<file path="config.mk">
export PLATFORM = sky130hd
export DESIGN_NAME = tefl_timer_event_flags
export DESIGN_NICKNAME = d
export VERILOG_FILES = /design/src/rtl/tefl_pkg.sv /design/src/rtl/tefl_timer_event_flags.sv
export SDC_FILE = /design/constraint.sdc
export NUM_CORES = 1
export LEC_CHECK = 0
export BUFFER_PORTS_ARGS = -buffer_cell sky130_fd_sc_hd__buf_4
export CORE_ASPECT_RATIO = 0.9
export CORE_UTILIZATION = 45
export DETAILED_ROUTE_END_ITERATION = 10
export PLACE_DENSITY = 0.74
export SLEW_MARGIN = 20
export SYNTH_ARGS = -nofsm -noshare
export SYNTH_HDL_FRONTEND = slang
export SYNTH_SLANG_ARGS = --single-unit
</file>
<file path="constraint.sdc">
create_clock -name clock -period 2.95 [get_ports clock]
set_clock_uncertainty 0.05 [all_clocks]
set_input_delay 0.4425 -clock clock [delete_from_list [all_inputs] [get_ports clock]]
set_output_delay 0.4425 -clock clock [all_outputs]
set_load 0.02 [all_outputs]
</file>
<file path="src/rtl/tefl_pkg.sv">
package tefl_pkg;
   // ************************************************************
   // Counter limits and reset values
   // ************************************************************
   localparam int          CNT_W        = 16;         // Counter width
   localparam logic [15:0] CNT_ZERO     = 16'h0000;   // Wrap target and center of period
   localparam logic [15:0] CNT_MAX      = 16'hffff;   // Free-running top
   localparam logic [15:0] CNT_RST      = 16'h0000;   // Counter after reset
   localparam logic [15:0] MOD_NONE     = 16'h0000;   // Modulus meaning no limit
   localparam int          NUM_CH       = 2;          // Default channel count

   // ************************************************************
   // Channel edge select codes
   // ************************************************************
   localparam logic [1:0]  EDGE_OFF     = 2'h0;       // Capture disabled
   localparam logic [1:0]  EDGE_RISE    = 2'h1;       // Rising edges only
   localparam logic [1:0]  EDGE_FALL    = 2'h2;       // Falling edges only
   localparam logic [1:0]  EDGE_ANY     = 2'h3;       // Both edges

   // ************************************************************
   // Channel modes
   // ************************************************************
   typedef enum logic [1:0] {
      TEFL_CAPTURE,
      TEFL_COMPARE,
      TEFL_EDGE_PWM,
      TEFL_CENTER_PWM
   } tefl_ch_mode_type;
endpackage : tefl_pkg

</file>
<file path="src/rtl/tefl_timer_event_flags.sv">
// What this block does
// - Unlimited up-count runs 0000 to ffff, wraps
// - Free-running overflow flag sets on ffff wrap
// - Modulus up-count overflow sets at modulus to zero
// - Up/down overflow sets at modulus turnaround
// - Zero count is center between overflows
// - Edge select picks rise, fall, both, none
// - Capture channel flag sets on selected edge
// - Compare channel flag sets on counter match
// - Edge PWM flag sets once per period
// - Center PWM flag sets on both matches
// - Clear needs read-while-set then zero write
// - Enabled set flag holds level interrupt request
`timescale 1ns/10ps
`default_nettype none
module tefl_timer_event_flags #(
   parameter int NUM_CH = tefl_pkg::NUM_CH               // Number of channels
) (
   input  wire logic                 clock,              // 250 MHz counting clock
   input  wire logic                 rst_n,              // Async reset, active low
   input  wire logic [15:0]          modulus,            // Modulus limit, zero means none
   input  wire logic                 center_aligned_pwm, // Up/down counting select
   input  wire logic                 overflow_irq_enable,// Overflow interrupt enable
   input  wire logic                 ovf_flag_read,      // Software read of overflow flag
   input  wire logic                 ovf_flag_write_zero,// Software writes zero to overflow flag
   input  wire logic [2*NUM_CH-1:0]  channel_mode,       // Per channel mode code
   input  wire logic [2*NUM_CH-1:0]  channel_edge_select,// Per channel capture edge
   input  wire logic [16*NUM_CH-1:0] channel_value,      // Per channel compare value
   input  wire logic [NUM_CH-1:0]    channel_pin,        // Channel inputs from pins
   input  wire logic [NUM_CH-1:0]    channel_irq_enable, // Channel interrupt enables
   input  wire logic [NUM_CH-1:0]    ch_flag_read,       // Software read of channel flags
   input  wire logic [NUM_CH-1:0]    ch_flag_write_zero, // Software writes zero to channel flags
   output logic [15:0]               counter,            // Timer count
   output logic                      count_down,         // High while counting down
   output logic                      counter_overflow_flag, // Sticky overflow flag
   output logic                      overflow_irq,       // Overflow interrupt request
   output logic [NUM_CH-1:0]         channel_event_flag, // Sticky channel flags
   output logic [NUM_CH-1:0]         channel_irq         // Channel interrupt requests
);

   // ************************************************************
   // Elaboration checks
   // ************************************************************
   if (NUM_CH < 1 || NUM_CH > 8) begin : g_bad_ch
      $error("NUM_CH must lie between 1 and 8");
   end

   // ************************************************************
   // Counter
   // ************************************************************
   logic [15:0] counter_ff;      // Running count
   logic [15:0] nxt_counter;     // Next count
   logic        down_ff;         // Direction, high when counting down
   logic        nxt_down;        // Next direction
   logic        ovf_event;       // Overflow condition this cycle
   logic [15:0] top;             // Effective terminal count

   // Terminal count is the modulus, or ffff with no limit
   assign top = (modulus == tefl_pkg::MOD_NONE) ? tefl_pkg::CNT_MAX : modulus;

   // Next count and overflow detection for both counting modes
   always_comb begin
      nxt_counter = counter_ff;
      nxt_down    = down_ff;
      ovf_event   = 1'b0;
      if (center_aligned_pwm) begin
         // Modulus zero turns at ffff; keep the modulus in range for usable periods
         if (!down_ff) begin
            if (counter_ff >= top) begin
               nxt_counter = counter_ff - 16'h0001;
               nxt_down    = 1'b1;
               ovf_event   = 1'b1;
            end else begin
               nxt_counter = counter_ff + 16'h0001;
            end
         end else begin
            if (counter_ff == tefl_pkg::CNT_ZERO) begin
               // Zero is the period center, no flag here
               nxt_counter = counter_ff + 16'h0001;
               nxt_down    = 1'b0;
            end else begin
               nxt_counter = counter_ff - 16'h0001;
            end
         end
      end else begin
         nxt_down = 1'b0;
         if (counter_ff == top) begin
            nxt_counter = tefl_pkg::CNT_ZERO;
            ovf_event   = 1'b1;
         end else begin
            nxt_counter = counter_ff + 16'h0001;
         end
      end
   end

   // Counter and direction registers
   always_ff @(posedge clock or negedge rst_n) begin
      if (!rst_n) begin
         counter_ff <= tefl_pkg::CNT_RST;
         down_ff    <= 1'b0;
      end else begin
         counter_ff <= nxt_counter;
         down_ff    <= nxt_down;
      end
   end

   assign counter    = counter_ff;
   assign count_down = down_ff;

   // ************************************************************
   // Overflow flag with two-step clear
   // ************************************************************
   logic ovf_ff;        // Overflow flag
   logic ovf_armed_ff;  // Flag was read while set, clear may follow

   // A new event disarms the clear so it is never lost
   always_ff @(posedge clock or negedge rst_n) begin
      if (!rst_n) begin
         ovf_ff       <= 1'b0;
         ovf_armed_ff <= 1'b0;
      end else begin
         if (ovf_event) begin
            ovf_ff       <= 1'b1;
            ovf_armed_ff <= 1'b0;
         end else if (ovf_flag_write_zero && ovf_armed_ff) begin
            ovf_ff       <= 1'b0;
            ovf_armed_ff <= 1'b0;
         end else if (ovf_flag_read && ovf_ff) begin
            ovf_armed_ff <= 1'b1;
         end
      end
   end

   assign counter_overflow_flag = ovf_ff;
   assign overflow_irq          = ovf_ff & overflow_irq_enable;

   // ************************************************************
   // Channel event flags
   // ************************************************************
   logic [NUM_CH-1:0] pin_meta_ff;  // First synchroniser stage
   logic [NUM_CH-1:0] pin_sync_ff;  // Second synchroniser stage
   logic [NUM_CH-1:0] pin_prev_ff;  // Previous synced level for edges
   logic [NUM_CH-1:0] ch_ff;        // Channel flags
   logic [NUM_CH-1:0] ch_armed_ff;  // Read-while-set seen per channel
   logic [NUM_CH-1:0] ch_event;     // Event per channel this cycle
   logic [2:0]        settle_ff;    // Ones shift in while the sync pipeline fills

   // Pins are asynchronous, two stages before edge logic
   always_ff @(posedge clock or negedge rst_n) begin
      if (!rst_n) begin
         pin_meta_ff <= '0;
         pin_sync_ff <= '0;
         pin_prev_ff <= '0;
      end else begin
         pin_meta_ff <= channel_pin;
         pin_sync_ff <= pin_meta_ff;
         pin_prev_ff <= pin_sync_ff;
      end
   end

   // Edges are masked until the pipeline holds real pin levels, so a pin
   // that idles high gives no false rising edge after reset; the cost is
   // that a pin change before the first clock edge after reset is not captured
   always_ff @(posedge clock or negedge rst_n) begin
      if (!rst_n) begin
         settle_ff <= 3'h0;
      end else begin
         settle_ff <= {settle_ff[1:0], 1'b1};
      end
   end

   for (genvar i = 0; i < NUM_CH; i++) begin : g_ch
      tefl_pkg::tefl_ch_mode_type mode;   // This channel's mode
      logic [1:0]  esel;                  // Edge select
      logic [15:0] cval;                  // Channel value
      logic        rise;                  // Synced rising edge
      logic        fall;                  // Synced falling edge
      logic        match;                 // Counter equals channel value

      assign mode  = tefl_pkg::tefl_ch_mode_type'(channel_mode[2*i +: 2]);
      assign esel  = channel_edge_select[2*i +: 2];
      assign cval  = channel_value[16*i +: 16];
      assign rise  = settle_ff[2] & pin_sync_ff[i] & ~pin_prev_ff[i];
      assign fall  = settle_ff[2] & ~pin_sync_ff[i] & pin_prev_ff[i];
      // Match is sampled once per count value, so each crossing gives one event
      assign match = (counter_ff == cval);

      // Event source chosen by channel mode
      always_comb begin
         case (mode)
            tefl_pkg::TEFL_CAPTURE: begin
               case (esel)
                  tefl_pkg::EDGE_RISE: ch_event[i] = rise;
                  tefl_pkg::EDGE_FALL: ch_event[i] = fall;
                  tefl_pkg::EDGE_ANY:  ch_event[i] = rise | fall;
                  default:             ch_event[i] = 1'b0;
               endcase
            end
            tefl_pkg::TEFL_COMPARE:    ch_event[i] = match;
            // Up-count only, so one match per period
            tefl_pkg::TEFL_EDGE_PWM:   ch_event[i] = match & ~center_aligned_pwm;
            // Counter passes the value up and down, giving two matches
            tefl_pkg::TEFL_CENTER_PWM: ch_event[i] = match & center_aligned_pwm;
            default:                   ch_event[i] = 1'b0;
         endcase
      end

      // Flag with two-step clear; event wins and restarts the sequence
      always_ff @(posedge clock or negedge rst_n) begin
         if (!rst_n) begin
            ch_ff[i]       <= 1'b0;
            ch_armed_ff[i] <= 1'b0;
         end else begin
            if (ch_event[i]) begin
               ch_ff[i]       <= 1'b1;
               ch_armed_ff[i] <= 1'b0;
            end else if (ch_flag_write_zero[i] && ch_armed_ff[i]) begin
               ch_ff[i]       <= 1'b0;
               ch_armed_ff[i] <= 1'b0;
            end else if (ch_flag_read[i] && ch_ff[i]) begin
               ch_armed_ff[i] <= 1'b1;
            end
         end
      end
   end

   assign channel_event_flag = ch_ff;
   assign channel_irq        = ch_ff & channel_irq_enable;

endmodule // tefl_timer_event_flags
`default_nettype wire

</file>
==> results.md <==
- Number of synthesized flops with an enable pin: 0
- Die H: 75.6 um
- Post-Route WL: 9.95 mm
- Hold Fails Final Rpt: 0
- Finished Core Util: 74.9%
- Final worst slack: -0.221 ns
- Top FF cell, synth: dfrtp_1
- Die ar.: 0.00634 mm2
- # IOs: 93
- Worst min-delay path category: in -> async
- Min Tclk post-route: 3.17 ns
- Wire length of the first global-routing pass: 13.9 mm
- Vias: 3162
- CTS tree: yes
- Ys Warns: 0
- Layout Nets: 555
- First drt pass iteration count: 8
- Non-Filler Instances: 537
- Starting Density: 47.1%
- Area growth syn-to-layout: 59.1%
- Clk slew on worst S/H paths: 0.07 ns
- Syn_nets: 411
- Remaining DRCs: 8
- Outcome: complete, but fails checks
- Routed Antenna Nets: 0
- Seq/Total Area, Yosys: 29.5%
- WP data required: 3.08 ns
- Sink Count: 32
- Root buffer cell: clkbuf_8
- Fmax: 315 MHz
- Die width: 83.8 um
- R2R setup slack: 0.22 ns
- Synth cell types: 57
- Max Used Layer: met4
- Worst Tran Pin Value: 0.690 ns
- Crit path max fanout: 8
- TritonCTS buffer count: 5
- Met2 Wirelength: 4.92 mm
- GRT Total Usage: 28.7%
- Number of fill cells: 416
- Reg-to-Reg Start: counter[11]$_DFF_PN0_
- Post-synthesis area per instance: 8.42 um2
- Final setup viols: 14
- Flip-flop and latch count after synthesis: 32
- Initial DRC count: 281
- Worst Setup SP: modulus[12]
- RSZ-0062 raised after global routing: yes
- Setup crit end kind: flip-flop
- Clock latency on the worst-skew pair: 0.30 ns
- Ant diodes: 0
- Pre-CTS setup slack: -0.557 ns
- Slew headroom: 53.7%
- Setup CP Type: in -> reg
- Critical path arrival: 3.30 ns
- Fin Setup TNS: -2.31 ns
- Peak VDD IR: 430 uV
- Inst Count DP: 511
- Register area: 801 um2
- Max-Cap Viols: 0
- Max-slew violation count: 0
- Async set-reset flop share out of synthesis: 100%
- Commonest non-fill, non-tap cell in the layout: buf_4
- Share of cells above drive strength 1: 44.5%
- Syn Inst Count: 322
- WL/cell: 18.5 um
- Remaining global-route overflow: 0
- Setup crit start kind: input port
- Port Buffers: 92
- Multi-input logic area: 0.00202 mm2
- Final Cycle Share: 107%
- H-tree lvl count: 2
- Vias per cell: 5.89
- Violated checks: DRC, setup timing
- Cell area after synthesis: 0.00271 mm2
- CTS max path bufs: 2
- GP Congestion: 0.931
- Core area: 0.00576 mm2
- M1 WL: 4.13 mm
- Most frequent cells in the layout: 138 x buf_4, 32 x dfrtp_1, 28 x nor2_1, 28 x nand2_1, 24 x xor2_1
- Static Leak: 0.00202 uW
- Vias in the first global route: 2849
- Post-detail-place hpwl: 6.74 mm
- Rows: 26
- Power per Cell Area: 682 mW/mm2
- Largest net degree at the start of global routing: 33
- Initial antenna violation count: 0
- Length of routed met3 wiring: 655 um
worst max-delay path, cell delays in order:
cell and delay [ns]:
buf_4 0.12, nor4_2 0.27, and4_4 0.28, buf_6 0.14
nor2_2 0.04, ha_1 0.29, nand4_1 0.14, or3_4 0.41
o21bai_4 0.17, o211a_1 0.12, buf_4 0.15, o21a_4 0.25
a32o_1 0.21, a211o_1 0.26
cells by family (layout without fill, tap and decap cells):
kind of cell               count (synthesis)  in the layout  synth area share, %
other                                      1              1                0.138
buffers and inverters                     30            175                 5.22
AOI/OAI and AO/OA                         61             61                 16.1
muxes                                      9              9                 3.46
DFF                                       32             32                 29.5
adders and majority gates                 19             19                 8.77
xor gates and xnor gates                  34             34                 11.0
and+or+nand+nor                          136            136                 25.8
Yosys cell counts (3+ instances only):
| cell | n | area share (%) |
|---|---|---|
| nor2_1 | 36 | 5.0 |
| dfrtp_1 | 32 | 30 |
| nand2_1 | 29 | 4.0 |
| xor2_1 | 24 | 7.8 |
| ha_1 | 19 | 8.8 |
| clkbuf_1 | 13 | 1.8 |
| nor4_1 | 13 | 3.0 |
| o21ai_0 | 13 | 2.4 |
| nand3_1 | 11 | 2.0 |
| xnor2_1 | 10 | 3.2 |
| nand4_1 | 9 | 2.1 |
| a21oi_1 | 8 | 1.5 |
| inv_1 | 8 | 1.1 |
| nor3_1 | 8 | 1.5 |
| or3_1 | 8 | 1.8 |
| a31oi_1 | 6 | 1.4 |
| mux2i_1 | 6 | 2.2 |
| and3_1 | 4 | 0.92 |
| a211oi_1 | 3 | 0.83 |
| a21o_1 | 3 | 0.83 |
| a221oi_1 | 3 | 0.97 |
| and2_1 | 3 | 0.69 |
| buf_2 | 3 | 0.55 |
| mux2_2 | 3 | 1.2 |
| nor2b_1 | 3 | 0.69 |
| o221a_2 | 3 | 1.2 |
| o31ai_1 | 3 | 0.83 |
metal layers:
metal	vias up	GRT usage, %
li1	1453	-
met1	1516	37.8
met2	158	49.9
met3	35	3.90
met4	0	9.39
met5	-	0
metrics by stage:
step	instance area (um2)	total power, uW	hold slack [ns]
after floorplan	2770	1660	0.0969
after global placement	3770	2250	0.283
after detailed placement	3770	2290	0.286
after CTS	4020	2710	0.0505
after global routing	4310	3110	0.0680
final	4310	2940	0.0417
where the power goes:
group / total [uW] / internal (uW) / switching [uW]
clock network: 358 / 190 / 168
registers: 728 / 562 / 166
logic: 1850 / 882 / 971
total: 2940 / 1630 / 1300
path summary, 6_finish.rpt:
path / end / cells after the start
worst max register to register: counter[3]$_DFF_PN0_ / 9
max in group asynchronous: pin_meta_ff[0]$_DFF_PN0_ / 1
worst max-delay path: counter[3]$_DFF_PN0_ / 14
min in group clock: pin_meta_ff[1]$_DFF_PN0_ / 1
worst min register to register: settle_ff[2]$_DFF_PN0_ / 0
worst min-delay path: counter[14]$_DFF_PN0_ / 1
cell type report:
type                       count  area share, %
multi-input combinational    260           47.0
timing repair inverter         1          0.203
clock buffer                   8           2.09
inverter                       9           1.07
timing repair buffer         157           29.1
sequential                    32           18.6
tap                           70           2.03
registers in the layout, summed over array words and instances (netlist names), 2 cells and up:
signal and cells:
pin_sync_ff 2, channel_event_flag 2, settle_ff 3, ch_armed_ff 2, pin_meta_ff 2, counter 16
pin_prev_ff 2
repair_timing:
item	CTS	global route
resized for setup	29	36
hold buffers	0	0
buffers inserted	4	13
pin swaps	16	34
setup endpoints to repair	14	17
cloned	0	1
Power figures use the tool's default switching activity.
